File: src/hbfm_pkg.sv
// Package of constants for the half-bridge fault manager.
// Assumes a single 125 MHz clock and an AHB-Lite register port.
// ============================================================
// Overview of operation
// - Overcurrent filter expiry latches switch off, flags
// - Overcurrent also sets global load fault bit 6
// - Tripped switch stays off while bit set
// - Enable bits stay set during fault shutdown
// - Open load latches bit, outputs unchanged
// - Open-load bits in separate three registers
// - Overheat warning latches bit 1 only
// - Overheat shutdown latches bit 2, outputs off
// - Undervoltage latches bit 5, outputs off
// - Overvoltage latches bit 4, outputs off
// - Supply faults self-recover, bits stay latched
// - Shorts caught by overcurrent shutdown path
// - Dead time between high and low switches
// - Open load needs low current for filter
package hbfm_pkg;

  // ==========================================================
  // Sizes
  localparam int NUM_BRIDGES = 10;
  localparam int CNT_W       = 16;

  // ==========================================================
  // Register indices (byte address = 4 * index)
  localparam logic [3:0] IDX_GLOBAL   = 4'h0;  // global_status_reg
  localparam logic [3:0] IDX_OC_FIRST = 4'h2;  // overcurrent 2..4
  localparam logic [3:0] IDX_OL_FIRST = 4'h5;  // open load 5..7
  localparam logic [3:0] IDX_ENABLE   = 4'h8;  // bridge_activation_ctrl
  localparam logic [3:0] IDX_LIVE     = 4'h9;  // live output state
  localparam int         BRIDGES_PER_REG = 4;

  // ==========================================================
  // Global status bit positions
  localparam int BIT_WARN   = 1;  // overheat_warning
  localparam int BIT_TSD    = 2;  // overheat_shutdown
  localparam int BIT_OV     = 4;  // supply_over_volt
  localparam int BIT_UV     = 5;  // supply_under_volt
  localparam int BIT_LOAD   = 6;  // global_load_fault

  // ==========================================================
  // Reset values
  localparam logic [31:0] RESET_WORD = 32'h0000_0000;

  // ==========================================================
  // Timing: times in ns, counts derived at 125 MHz
  localparam int CLK_PERIOD_NS        = 8;
  localparam int OC_FILTER_NS         = 10000;  // overcurrent_filter_time
  localparam int OL_FILTER_NS         = 20000;  // open_load_filter_time
  localparam int DEAD_HL_NS           = 4000;   // dead_time_high_low
  localparam int DEAD_LH_NS           = 4000;   // dead_time_low_high
  localparam int OC_FILTER_CYC =
    (OC_FILTER_NS + CLK_PERIOD_NS - 1) / CLK_PERIOD_NS;
  localparam int OL_FILTER_CYC =
    (OL_FILTER_NS + CLK_PERIOD_NS - 1) / CLK_PERIOD_NS;
  localparam int DEAD_HL_CYC =
    (DEAD_HL_NS + CLK_PERIOD_NS - 1) / CLK_PERIOD_NS;
  localparam int DEAD_LH_CYC =
    (DEAD_LH_NS + CLK_PERIOD_NS - 1) / CLK_PERIOD_NS;

  // ==========================================================
  // Half-bridge drive state
  typedef enum logic [2:0] {
    HBFM_OFF,
    HBFM_HIGH_ON,
    HBFM_LOW_ON,
    HBFM_DEAD_TO_LOW,
    HBFM_DEAD_TO_HIGH
  } hbfm_drive_t;

endpackage

File: src/hbfm_leg_if.sv
// Interface carrying one half-bridge's controls and results.
// Assumes the fault manager top drives requests and reads results.
`timescale 1ns/10ps
interface hbfm_leg_if;
  // Requests from the top
  logic hi_req;     // High side wanted and allowed
  logic lo_req;     // Low side wanted and allowed
  logic hi_meas;    // High side current above its limit
  logic lo_meas;    // Low side current above its limit
  logic hi_low_i;   // High side current below open-load level
  logic lo_low_i;   // Low side current below open-load level
  // Results to the top
  logic hi_drive;   // High gate drive
  logic lo_drive;   // Low gate drive
  logic hi_oc;      // High overcurrent filter expired, pulse
  logic lo_oc;      // Low overcurrent filter expired, pulse
  logic hi_ol;      // High open-load filter expired, pulse
  logic lo_ol;      // Low open-load filter expired, pulse

  modport top (output hi_req, lo_req, hi_meas, lo_meas, hi_low_i,
               lo_low_i, input hi_drive, lo_drive, hi_oc, lo_oc,
               hi_ol, lo_ol);
  modport leg (input hi_req, lo_req, hi_meas, lo_meas, hi_low_i,
               lo_low_i, output hi_drive, lo_drive, hi_oc, lo_oc,
               hi_ol, lo_ol);
endinterface

File: src/hbfm_leg.sv
// One half-bridge: dead time sequencing and fault filters.
// Assumes synchronous inputs and a shared clock enable.
`timescale 1ns/10ps
module hbfm_leg (
  // Clock and reset
  input  wire logic i_clk,
  input  wire logic i_reset_n,
  input  wire logic i_ce,
  // Bridge signals
  hbfm_leg_if.leg   leg
);

  // ==========================================================
  // Drive sequencer
  hbfm_pkg::hbfm_drive_t state_q;  // Present drive state
  hbfm_pkg::hbfm_drive_t state_d;  // Next drive state
  logic [15:0] dead_q;             // Dead time counter
  logic [15:0] dead_d;
  logic        dead_done;          // Dead time elapsed

  assign dead_done = (dead_q == 16'h0000);

  // Next state: never both sides, gap on every swap
  always_comb begin
    state_d = state_q;
    dead_d  = (dead_q != 16'h0000) ? dead_q - 16'h0001 : dead_q;
    case (state_q)
      hbfm_pkg::HBFM_OFF: begin
        if (leg.hi_req && !leg.lo_req) begin
          state_d = hbfm_pkg::HBFM_DEAD_TO_HIGH;
          dead_d  = 16'(hbfm_pkg::DEAD_LH_CYC);
        end else if (leg.lo_req && !leg.hi_req) begin
          state_d = hbfm_pkg::HBFM_DEAD_TO_LOW;
          dead_d  = 16'(hbfm_pkg::DEAD_HL_CYC);
        end
      end
      hbfm_pkg::HBFM_HIGH_ON: begin
        if (!leg.hi_req || leg.lo_req) begin
          state_d = hbfm_pkg::HBFM_OFF;
        end
      end
      hbfm_pkg::HBFM_LOW_ON: begin
        if (!leg.lo_req || leg.hi_req) begin
          state_d = hbfm_pkg::HBFM_OFF;
        end
      end
      hbfm_pkg::HBFM_DEAD_TO_HIGH: begin
        if (!leg.hi_req || leg.lo_req) begin
          state_d = hbfm_pkg::HBFM_OFF;
        end else if (dead_done) begin
          state_d = hbfm_pkg::HBFM_HIGH_ON;
        end
      end
      default: begin
        if (!leg.lo_req || leg.hi_req) begin
          state_d = hbfm_pkg::HBFM_OFF;
        end else if (dead_done) begin
          state_d = hbfm_pkg::HBFM_LOW_ON;
        end
      end
    endcase
  end

  // Drive state register
  always_ff @(posedge i_clk) begin
    if (!i_reset_n) begin
      state_q <= hbfm_pkg::HBFM_OFF;
      dead_q  <= 16'h0000;
    end else if (i_ce) begin
      state_q <= state_d;
      dead_q  <= dead_d;
    end
  end

  assign leg.hi_drive = (state_q == hbfm_pkg::HBFM_HIGH_ON);
  assign leg.lo_drive = (state_q == hbfm_pkg::HBFM_LOW_ON);

  // ==========================================================
  // Fault filters: 0 high oc, 1 low oc, 2 high ol, 3 low ol
  logic [3:0] cond;    // Condition present while switch on
  logic [3:0] expire;  // Filter expired this cycle
  assign cond[0] = leg.hi_drive && leg.hi_meas;
  assign cond[1] = leg.lo_drive && leg.lo_meas;
  assign cond[2] = leg.hi_drive && leg.hi_low_i;
  assign cond[3] = leg.lo_drive && leg.lo_low_i;

  genvar g;
  generate
    for (g = 0; g < 4; g++) begin : g_filt
      localparam int LIM = (g < 2) ? hbfm_pkg::OC_FILTER_CYC
                                   : hbfm_pkg::OL_FILTER_CYC;
      logic [15:0] cnt_q;  // Continuous-condition counter
      // Count while condition holds, restart when it drops
      always_ff @(posedge i_clk) begin
        if (!i_reset_n) begin
          cnt_q <= 16'h0000;
        end else if (i_ce) begin
          if (!cond[g] || expire[g]) begin
            cnt_q <= 16'h0000;
          end else begin
            cnt_q <= cnt_q + 16'h0001;
          end
        end
      end
      assign expire[g] = i_ce && cond[g] &&
                         (cnt_q == 16'(LIM - 1));
    end
  endgenerate

  assign leg.hi_oc = expire[0];
  assign leg.lo_oc = expire[1];
  assign leg.hi_ol = expire[2];
  assign leg.lo_ol = expire[3];

endmodule

File: src/hbfm_top.sv
// Fault manager top: status latches, gating and AHB-Lite slave.
// Assumes analog comparators deliver synchronous level inputs.
`timescale 1ns/10ps
module hbfm_top (
  // Clock, reset, enable
  input  wire logic        i_clk,
  input  wire logic        i_reset_n,
  input  wire logic        i_ce,
  // Analog monitor levels: currents one bit per bridge, then single global flags
  input  wire logic [9:0]  i_high_over_i,
  input  wire logic [9:0]  i_low_over_i,
  input  wire logic [9:0]  i_high_under_i,
  input  wire logic [9:0]  i_low_under_i,
  input  wire logic        i_overheat_warn,
  input  wire logic        i_overheat_trip,
  input  wire logic        i_supply_under,
  input  wire logic        i_supply_over,
  // AHB-Lite slave
  input  wire logic        i_hsel,
  input  wire logic [31:0] i_haddr,
  input  wire logic [1:0]  i_htrans,
  input  wire logic        i_hwrite,
  input  wire logic [2:0]  i_hsize,
  input  wire logic [31:0] i_hwdata,
  input  wire logic        i_hready,
  output logic      [31:0] o_hrdata,
  output logic             o_hreadyout,
  output logic             o_hresp,
  // Gate drives
  output logic      [9:0]  o_high_gate,
  output logic      [9:0]  o_low_gate
);

  // ==========================================================
  // Register state
  logic [9:0] high_switch_enable_q;  // Enable bits, host owned
  logic [9:0] low_switch_enable_q;
  logic [9:0] high_switch_overcurrent_q;
  logic [9:0] low_switch_overcurrent_q;
  logic [9:0] high_switch_open_load_q;
  logic [9:0] low_switch_open_load_q;
  logic       warn_q;                // overheat_warning
  logic       tsd_q;                 // overheat_shutdown
  logic       uv_q;                  // supply_under_volt
  logic       ov_q;                  // supply_over_volt

  // ==========================================================
  // Bus address phase capture
  logic       wr_q;                  // Pending write data phase
  logic [3:0] idx_q;                 // Index of the pending write
  logic       rd_sel;                // Read request accepted
  logic       wr_sel;                // Write request accepted
  logic [3:0] a_idx;                 // Address phase index

  assign a_idx  = i_haddr[5:2];
  assign rd_sel = i_hsel && i_hready && i_htrans[1] && !i_hwrite;
  assign wr_sel = i_hsel && i_hready && i_htrans[1] && i_hwrite;
  assign o_hreadyout = 1'b1;  // Zero wait states
  assign o_hresp     = 1'b0;  // Always OKAY

  // Write data phase strobes
  logic        wr_glob;
  logic        wr_en;
  logic [2:0]  wr_oc;    // One per overcurrent register
  logic [2:0]  wr_ol;    // One per open-load register
  logic [31:0] wdat;

  assign wdat    = i_hwdata;
  assign wr_glob = wr_q && (idx_q == hbfm_pkg::IDX_GLOBAL);
  assign wr_en   = wr_q && (idx_q == hbfm_pkg::IDX_ENABLE);

  // Clear masks: write 1 to clear, ten bits per kind
  logic [9:0] clr_hoc, clr_loc, clr_hol, clr_lol;

  // ==========================================================
  // Pack four bridges of high/low bits into one register word
  function automatic logic [31:0] pack(input logic [9:0] hi,
                                       input logic [9:0] lo,
                                       input int         grp);
    logic [31:0] w;
    int          b;
    w = hbfm_pkg::RESET_WORD;
    for (int k = 0; k < hbfm_pkg::BRIDGES_PER_REG; k++) begin
      b = grp * hbfm_pkg::BRIDGES_PER_REG + k;
      if (b < hbfm_pkg::NUM_BRIDGES) begin
        w[2*k]   = hi[b];
        w[2*k+1] = lo[b];
      end
    end
    return w;
  endfunction

  // Unpack a write word into per-bridge clear masks
  function automatic logic [9:0] unpack(input logic [31:0] w,
                                        input logic [2:0]  sel,
                                        input int          side);
    logic [9:0] m;
    int         g;
    m = 10'h000;
    for (int b = 0; b < hbfm_pkg::NUM_BRIDGES; b++) begin
      g = b / hbfm_pkg::BRIDGES_PER_REG;
      m[b] = sel[g] && w[2*(b % hbfm_pkg::BRIDGES_PER_REG) + side];
    end
    return m;
  endfunction

  genvar r;
  generate
    for (r = 0; r < 3; r++) begin : g_strobe
      assign wr_oc[r] = wr_q &&
        (idx_q == 4'(hbfm_pkg::IDX_OC_FIRST + r));
      assign wr_ol[r] = wr_q &&
        (idx_q == 4'(hbfm_pkg::IDX_OL_FIRST + r));
    end
  endgenerate

  assign clr_hoc = unpack(wdat, wr_oc, 0);
  assign clr_loc = unpack(wdat, wr_oc, 1);
  assign clr_hol = unpack(wdat, wr_ol, 0);
  assign clr_lol = unpack(wdat, wr_ol, 1);

  // ==========================================================
  // Bridge legs
  logic [9:0] hoc_ev, loc_ev, hol_ev, lol_ev;  // Filter expiry
  logic       global_off;                      // All stages Hi-Z
  logic       supply_bad;                      // Live supply fault

  assign supply_bad = i_supply_under || i_supply_over;
  assign global_off = tsd_q || supply_bad;

  genvar n;
  generate
    for (n = 0; n < hbfm_pkg::NUM_BRIDGES; n++) begin : g_leg
      hbfm_leg_if lif ();
      // Enables are never touched by faults; gating is separate
      assign lif.hi_req = high_switch_enable_q[n] && !global_off &&
                          !high_switch_overcurrent_q[n];
      assign lif.lo_req = low_switch_enable_q[n] && !global_off &&
                          !low_switch_overcurrent_q[n];
      assign lif.hi_meas  = i_high_over_i[n];
      assign lif.lo_meas  = i_low_over_i[n];
      assign lif.hi_low_i = i_high_under_i[n];
      assign lif.lo_low_i = i_low_under_i[n];
      hbfm_leg u_leg (
        .i_clk     (i_clk),
        .i_reset_n (i_reset_n),
        .i_ce      (i_ce),
        .leg       (lif.leg)
      );
      assign o_high_gate[n] = lif.hi_drive;
      assign o_low_gate[n]  = lif.lo_drive;
      assign hoc_ev[n] = lif.hi_oc;
      assign loc_ev[n] = lif.lo_oc;
      assign hol_ev[n] = lif.hi_ol;
      assign lol_ev[n] = lif.lo_ol;
    end
  endgenerate

  // ==========================================================
  // Next values of sticky bits: set wins over clear
  logic [9:0] hoc_d, loc_d, hol_d, lol_d;
  logic       warn_d, tsd_d, uv_d, ov_d;
  logic       load_fault;  // global_load_fault, derived

  assign hoc_d = (high_switch_overcurrent_q & ~clr_hoc) | hoc_ev;
  assign loc_d = (low_switch_overcurrent_q & ~clr_loc) | loc_ev;
  assign hol_d = (high_switch_open_load_q & ~clr_hol) | hol_ev;
  assign lol_d = (low_switch_open_load_q & ~clr_lol) | lol_ev;
  assign warn_d = (warn_q && !(wr_glob && wdat[hbfm_pkg::BIT_WARN]))
                  || i_overheat_warn;
  assign tsd_d  = (tsd_q && !(wr_glob && wdat[hbfm_pkg::BIT_TSD]))
                  || i_overheat_trip;
  assign uv_d   = (uv_q && !(wr_glob && wdat[hbfm_pkg::BIT_UV]))
                  || i_supply_under;
  assign ov_d   = (ov_q && !(wr_glob && wdat[hbfm_pkg::BIT_OV]))
                  || i_supply_over;

  // Load fault follows latched per-switch bits, so it is 0
  // during filtering and rises with the first latch
  assign load_fault = |{high_switch_overcurrent_q,
                        low_switch_overcurrent_q,
                        high_switch_open_load_q,
                        low_switch_open_load_q};

  // Status registers: cleared only by host writes
  always_ff @(posedge i_clk) begin
    if (!i_reset_n) begin
      high_switch_overcurrent_q <= 10'h000;
      low_switch_overcurrent_q  <= 10'h000;
      high_switch_open_load_q   <= 10'h000;
      low_switch_open_load_q    <= 10'h000;
      warn_q <= 1'b0;
      tsd_q  <= 1'b0;
      uv_q   <= 1'b0;
      ov_q   <= 1'b0;
    end else if (i_ce) begin
      high_switch_overcurrent_q <= hoc_d;
      low_switch_overcurrent_q  <= loc_d;
      high_switch_open_load_q   <= hol_d;
      low_switch_open_load_q    <= lol_d;
      warn_q <= warn_d;
      tsd_q  <= tsd_d;
      uv_q   <= uv_d;
      ov_q   <= ov_d;
    end
  end

  // Enable register, written only by the host
  always_ff @(posedge i_clk) begin
    if (!i_reset_n) begin
      high_switch_enable_q <= 10'h000;
      low_switch_enable_q  <= 10'h000;
    end else if (i_ce && wr_en) begin
      high_switch_enable_q <= wdat[9:0];
      low_switch_enable_q  <= wdat[25:16];
    end
  end

  // ==========================================================
  // Read data selection
  logic [31:0] glob_word, rd_word;
  always_comb begin
    glob_word = hbfm_pkg::RESET_WORD;
    glob_word[hbfm_pkg::BIT_WARN] = warn_q;
    glob_word[hbfm_pkg::BIT_TSD]  = tsd_q;
    glob_word[hbfm_pkg::BIT_OV]   = ov_q;
    glob_word[hbfm_pkg::BIT_UV]   = uv_q;
    glob_word[hbfm_pkg::BIT_LOAD] = load_fault;
  end

  always_comb begin
    if (a_idx == hbfm_pkg::IDX_GLOBAL) begin
      rd_word = glob_word;
    end else if (a_idx >= hbfm_pkg::IDX_OC_FIRST &&
                 a_idx < hbfm_pkg::IDX_OL_FIRST) begin
      rd_word = pack(high_switch_overcurrent_q, low_switch_overcurrent_q,
                     int'(a_idx - hbfm_pkg::IDX_OC_FIRST));
    end else if (a_idx >= hbfm_pkg::IDX_OL_FIRST &&
                 a_idx < hbfm_pkg::IDX_ENABLE) begin
      rd_word = pack(high_switch_open_load_q, low_switch_open_load_q,
                     int'(a_idx - hbfm_pkg::IDX_OL_FIRST));
    end else if (a_idx == hbfm_pkg::IDX_ENABLE) begin
      rd_word = {6'h00, low_switch_enable_q, 6'h00, high_switch_enable_q};
    end else if (a_idx == hbfm_pkg::IDX_LIVE) begin
      rd_word = {6'h00, o_low_gate, 6'h00, o_high_gate};
    end else begin
      rd_word = hbfm_pkg::RESET_WORD;  // Unmapped reads zero
    end
  end

  // Bus phase registers and read data
  always_ff @(posedge i_clk) begin
    if (!i_reset_n) begin
      wr_q     <= 1'b0;
      idx_q    <= 4'h0;
      o_hrdata <= hbfm_pkg::RESET_WORD;
    end else if (i_ce) begin
      wr_q <= wr_sel;
      if (wr_sel) begin
        idx_q <= a_idx;
      end
      if (rd_sel) begin
        o_hrdata <= rd_word;
      end
    end
  end

endmodule

File: config.mk
export PLATFORM = sky130hd
export DESIGN_NAME = hbfm_top
export DESIGN_NICKNAME = d
export VERILOG_FILES = /design/src/hbfm_pkg.sv /design/src/hbfm_leg_if.sv /design/src/hbfm_leg.sv /design/src/hbfm_top.sv
export SDC_FILE = /design/constraint.sdc
export NUM_CORES = 2
export LEC_CHECK = 0
export BUFFER_PORTS_ARGS = -buffer_cell sky130_fd_sc_hd__clkbuf_2
export CORE_MARGIN = 1
export CORE_UTILIZATION = 55
export CTS_BUF_LIST = sky130_fd_sc_hd__clkbuf_8 sky130_fd_sc_hd__clkbuf_16
export CTS_CLUSTER_SIZE = 10
export DETAILED_ROUTE_END_ITERATION = 10
export PLACE_DENSITY = 0.72
export SYNTH_ARGS = -nofsm -noshare
export SYNTH_HDL_FRONTEND = slang
export SYNTH_SLANG_ARGS = --single-unit
File: constraint.sdc
create_clock -name i_clk -period 7.3 [get_ports i_clk]
set_clock_uncertainty 0.1 [all_clocks]
set_input_delay 0 -clock i_clk [delete_from_list [all_inputs] [get_ports i_clk]]
set_output_delay 0 -clock i_clk [all_outputs]
set_load 0.02 [all_outputs]
Word-level counts from Yosys, hierarchy flattened --
Cells that the tools add are included. W data, S select, Z words.
Storage, ports and cells: flip-flop bits (word level) 931, input bits 119, output and inout port bits 54, word-level logic and storage cells 963
Cells by class: add/subtract/negate cells 58, order comparisons 20, eq/ne operators 119, muxes and demuxes 231, bitwise gates (word level) 12, reductions and logical operators 450
Operators by type and width (count):
- $mux W16 | 80
- $add A16 B1 Y16 const B | 40
- $eq A16 B11 Y1 const B | 20
- $eq A16 B12 Y1 const B | 20
- $logic_and A1 B1 Y1 | 243
- $mux W3 | 80
- $logic_not A16 Y1 | 10
- $reduce_bool A16 Y1 | 10
- $sub A16 B1 Y16 const B | 10
- $mux W26 | 5
- $pmux W3 S4 | 10
- $logic_not A1 Y1 | 86
- $logic_or A1 B1 Y1 | 66
- $ne A3 B1 Y1 const B | 20
- $reduce_and A6 Y1 | 10
- $reduce_bool A5 Y1 | 10
- $bmux W1 S4 | 12
- $lt A8 B5 Y1 const B | 6
- $lt A8 B6 Y1 const B | 6
- $and A10 B10 Y10 | 4
- $ne A2 B1 Y1 const B | 20
- $not A10 Y10 | 4
- $or A10 B10 Y10 | 4
- $reduce_or A40 Y1 | 1
- 22 further kinds | 113

Depth between registers and ports, before layout --
depth after elaboration 10, mapped depth 11, depth with buffers taken out 9

By module --
From an unflattened synthesis, not the netlist that was laid out.
Second synthesis, totals: cell total of the unflattened synthesis 5683, area, all modules 48703.0 um2
By module, submodules not included:
- hbfm_leg (g_leg[0].u_leg ...) | instances 9, cells each 510, area an instance 4377.9 um2, sequential area each 1661.6 um2
- hbfm_top | instances 1, cells each 581, area an instance 4868.4 um2, sequential area each 1781.7 um2
- hbfm_leg (g_leg[9].u_leg) | instances 1, cells each 512, area an instance 4433.0 um2, sequential area each 1661.6 um2

Least setup slack after synthesis --
OpenSTA, ideal clock, no wires.
path kind reg-to-reg, from reg g_leg[0].u_leg.dead_q[4], to reg g_leg[0].u_leg.state_q[2], setup time 0.128 ns, arrival 2.252 ns, data required time 7.072 ns, setup slack 4.820 ns, cell stages (with the launch flop) 8, path buffers 1, period minus slack after synthesis 2.480 ns, cells stage by stage dfxtp_1 or4_1 or3_1 clkbuf_1 or2_2 a211oi_2 mux2i_1 nor2_1
Between the ends: longest elaborated chain between the ends 3, elaborated cells on any way between the ends 4, those cells by class eq/ne (1); reduce/logical (3)
RTL lines:
- start: declaration | RTL line hbfm_leg.sv:17 | logic [15:0] dead_q;
- start signal: assignment | RTL line hbfm_leg.sv:68 | dead_q <= 16'h0000;
- start signal: assignment | RTL line hbfm_leg.sv:71 | dead_q <= dead_d;
- $logic_not A16 Y1 (*) | RTL line hbfm_leg.sv:21 | assign dead_done = (dead_q == 16'h0000);
- $ne A3 B1 Y1 (no line) or $reduce_bool A5 Y1 (tied branches)
- $reduce_and A6 Y1 (no line) (*)
- end signal: assignment | RTL line hbfm_leg.sv:67 | state_q <= hbfm_pkg::HBFM_OFF;
- end signal: assignment | RTL line hbfm_leg.sv:70 | state_q <= state_d;
- end: declaration | RTL line hbfm_leg.sv:15 | hbfm_pkg::hbfm_drive_t state_q;
Mark *: on every way between the ends. The rest lies on a longest branch, timed or not. A chain may end at the register's enable or synchronous reset.

Worst setup path after layout --
from reg g_leg[7].u_leg.state_q[1], to reg g_leg[7].u_leg.g_filt[3].cnt_q[13]
Between the ends: longest elaborated chain between the ends 6, elaborated cells on any way between the ends 7, those cells by class eq/ne (1); mux (1); reduce/logical (5)
RTL lines:
- start: declaration | RTL line hbfm_leg.sv:15
- start signal: assignment | RTL line hbfm_leg.sv:67
- start signal: assignment | RTL line hbfm_leg.sv:70
- $eq A3 B2 Y1 (*) | RTL line hbfm_leg.sv:76 | assign leg.lo_drive = (state_q == hbfm_pkg::HBFM_LOW_ON);
- $logic_and A1 B1 Y1 (*) | RTL line hbfm_leg.sv:85 | assign cond[3] = leg.lo_drive && leg.lo_low_i;
- $logic_and A1 B1 Y1 (2 in series) | RTL line hbfm_leg.sv:105 | assign expire[g] = i_ce && cond[g] &&
- $logic_or A1 B1 Y1 (*) | RTL line hbfm_leg.sv:98 | if (!cond[g] || expire[g]) begin
- $mux W16 (*) | RTL line hbfm_leg.sv:98
- end signal: assignment | RTL line hbfm_leg.sv:101 | cnt_q <= cnt_q + 16'h0001;
- end: declaration | RTL line hbfm_leg.sv:92 | logic [15:0] cnt_q;
Marked as above.

==> results.ini <==
[hold_path]
hold_class=primary input to flop

[synth]
synth_edf_count=0
synth_top_cell_by_area=dfxtp_1
syn_inst=5086
synthFlopType=dfxtp_1
ys_types=80
syn_area_sq_um=42900
ys_seq_elements=919
seq_area_frac_synth_pct=42.9
synth_top_area_share_pct=42.9
synth_area_leaders=dfxtp_1 (43%), xor2_1 (9.6%), nor2_1 (9.0%), xnor2_1 (5.3%), nand2_1 (3.9%)
syn_avg_cell_area_sq_um=8.43
yosysWarningCount=0
synthArstFlopShare_pct=0

[timing]
relSlewSlack_pct=19.1
min_period_over_period_pct=47.1
rsz0062_at_grt=no
drv_slew=0
setup_tns_ns=0
setup_viol=0
hold_violations=0
period_needed_ns=3.44
layout_setup_ws_ns=3.86
tightest_slew_ns=1.21
clock.fmax_mhz=291

[place]
port-buffer-count=114
pre_cts_ws_ns=3.93
gp_congestion=0.939
dp_hpwl_microns=67200
dp.cells=6091

[critical_path]
critical_path_class=flop to flop
cp.arrival_ns=3.85
crit_fanout=16
start_kind=flop
worstPathRequired_ns=7.71
end_kind=flop

[clock_network]
cts_root_buffer=clkbuf_16
cts_buffers=104
post_cts_resized=0
path_clk_slew_ns=0.05
cts_tree=built
cts.htree.levels=3
clk_latency_ns=0.66
cts_sinks=919
clockBufferDepth=3

[grt]
grt_overflow=0
grt.total_usage_pct=24.6
grt_pass1_wl_microns=161000
antenna_found_initial=9
grt_max_degree=124
grt_pass1_vias=32371

[detailed_routing]
wl_per_cell_microns=15.6
num_vias=35044
viasPerCell=5.55
drt_pass1_iterations=7
ant_nets=0
drc=0
drt_iter0_markers=2354
wl_microns=98700

[cells_and_area]
mostFrequentLayoutCells=nor2_1 (1,033), dfxtp_1 (919), xor2_1 (469), nand2_1 (448), nand3_1 (309)
fill_cells=6816
layout-drive-gt1-share_pct=6.25
nets=5442
layout_commonest_cell=nor2_1
syn2layout_area_growth_pct=11.7
fin_cells=6310

[pwr]
p_leak_nw=17.9
ir_drop_mv=0.206
p_per_area_nw_per_um2=265

[floorplan]
num_rows=102
ioPinCount=173
design.core.area_sq_um=77300
die_h_microns=281
initial_utilization_pct=55.5
die_area_sq_um=79100
die_w_microns=281

[status]
status=complete, no violations

[job]
max-cap-violations=0

cells by family (layout without fill, tap and decap cells):
logic type	after synthesis	in the layout	synth area share (%)
buf+inv	260	424	2.75
simple gates	2589	2589	28.7
fa+ha+maj	95	95	2.73
mux	65	65	1.53
flops	919	919	42.9
compound gates	425	425	6.41
xor+xnor	731	731	14.9
other cells	2	22	0.0175
state kept, by name, summed over array words and instances, names as in the netlist:
name / flops
low_switch_enable_q: 10
o_hrdata: 20
high_switch_enable_q: 10
ov_q: 1
g_leg.u_leg.g_filt.cnt_q: 640
uv_q: 1
idx_q: 4
tsd_q: 1
wr_q: 1
low_switch_open_load_q: 10
high_switch_open_load_q: 10
warn_q: 1
g_leg.u_leg.dead_q: 160
high_switch_overcurrent_q: 10
g_leg.u_leg.state_q: 30
low_switch_overcurrent_q: 10
stage by stage:
stage	hold slack [ns]	instance area, sq um	utilization (%)	total power [mW]
5_1_grt	0.0577	47900	61.9	13.3
3_3_place_gp	0.138	44200	57.2	8.04
4_1_cts	0.00601	47900	61.9	12.8
6_report	0.0478	47900	61.9	12.7
3_5_place_dp	0.141	44200	57.2	8.10
2_1_floorplan	0.0439	42900	-	7.68
report_power, final:
| part | switching (mW) | internal (mW) | total, mW |
|---|---|---|---|
| Clock | 1.96 | 2.64 | 4.60 |
| Combinational | 1.31 | 1.04 | 2.35 |
| Sequential | 0.345 | 5.39 | 5.73 |
| Total | 3.61 | 9.06 | 12.7 |
final cells by class:
| type | count | area [sq um] | area share, % |
|---|---|---|---|
| repair buffers | 222 | 1610 | 3.37 |
| flip-flops and latches | 919 | 18400 | 38.4 |
| inverters | 69 | 262 | 0.546 |
| well taps | 1040 | 1300 | 2.72 |
| multi-input cells | 3919 | 23400 | 48.9 |
| clock inverters | 25 | 206 | 0.431 |
| clock buffers | 108 | 2670 | 5.57 |
| diodes | 8 | 20.0 | 0.0418 |
final timing paths:
check / startpoint / end / slack, ns / cells past startpoint
setup / recovery: g_leg[7].u_leg.state_q[1]$_SDFFE_PN0P_ / g_leg[7].u_leg.g_filt[3].cnt_q[13]$_SDFFE_PN0P_ / 3.86 / 7
setup reg to reg: g_leg[7].u_leg.state_q[1]$_SDFFE_PN0P_ / g_leg[7].u_leg.g_filt[3].cnt_q[13]$_SDFFE_PN0P_ / 3.86 / 7
hold reg to reg: g_leg[7].u_leg.dead_q[9]$_SDFFE_PN0P_ / g_leg[7].u_leg.dead_q[9]$_SDFFE_PN0P_ / 0.37 / 2
hold / removal: i_hwdata[16] / low_switch_enable_q[0]$_SDFFE_PN0P_ / 0.05 / 4
critical path: stages (launching register included):
cell and delay, ns:
dfxtp_1 0.41, nor3b_1 0.76, buf_4 0.29, nand2_1 0.08, nor4_1 0.94, o21ai_0 0.16
nand2_1 0.45, nor2_1 0.10
cells in the mapped netlist (10+ instances only):
cell      count
xnor2_1     262
a22oi_1      22
nor2b_1      23
mux2i_1      61
or2_2        10
inv_1        68
and4_1       22
nor4b_1      25
dfxtp_1     919
nor4_1       98
nand2_1     448
xor2_1      469
clkbuf_1    131
or4_1        38
nor3b_1      25
a211oi_1     35
nand4_1     132
o21a_1       47
a21oi_1     122
buf_4        34
o21ai_0      83
nor2_1     1034
and2_1       27
or4b_2       11
nor3_1      102
nand3_1     309
buf_1        10
a31oi_1      26
or3_1        31
and3_1      176
nand2b_1     37
a22o_1       13
ha_1         88
per-layer routing:
layer / global-route usage, % / up-vias / routed length, microns
li1: - / 17598 / -
met1: 33.4 / 16492 / 45500
met2: 40.2 / 770 / 44600
met3: 3.93 / 180 / 5850
met4: 7.43 / 4 / 2770
met5: 0 / - / 22
what timing repair did:
action	in CTS	in global routing
setup buffers	0	0
endpoints found under the hold margin	231	0
hold buffers	78	0
No activity file was read; power rests on OpenSTA's default activity.
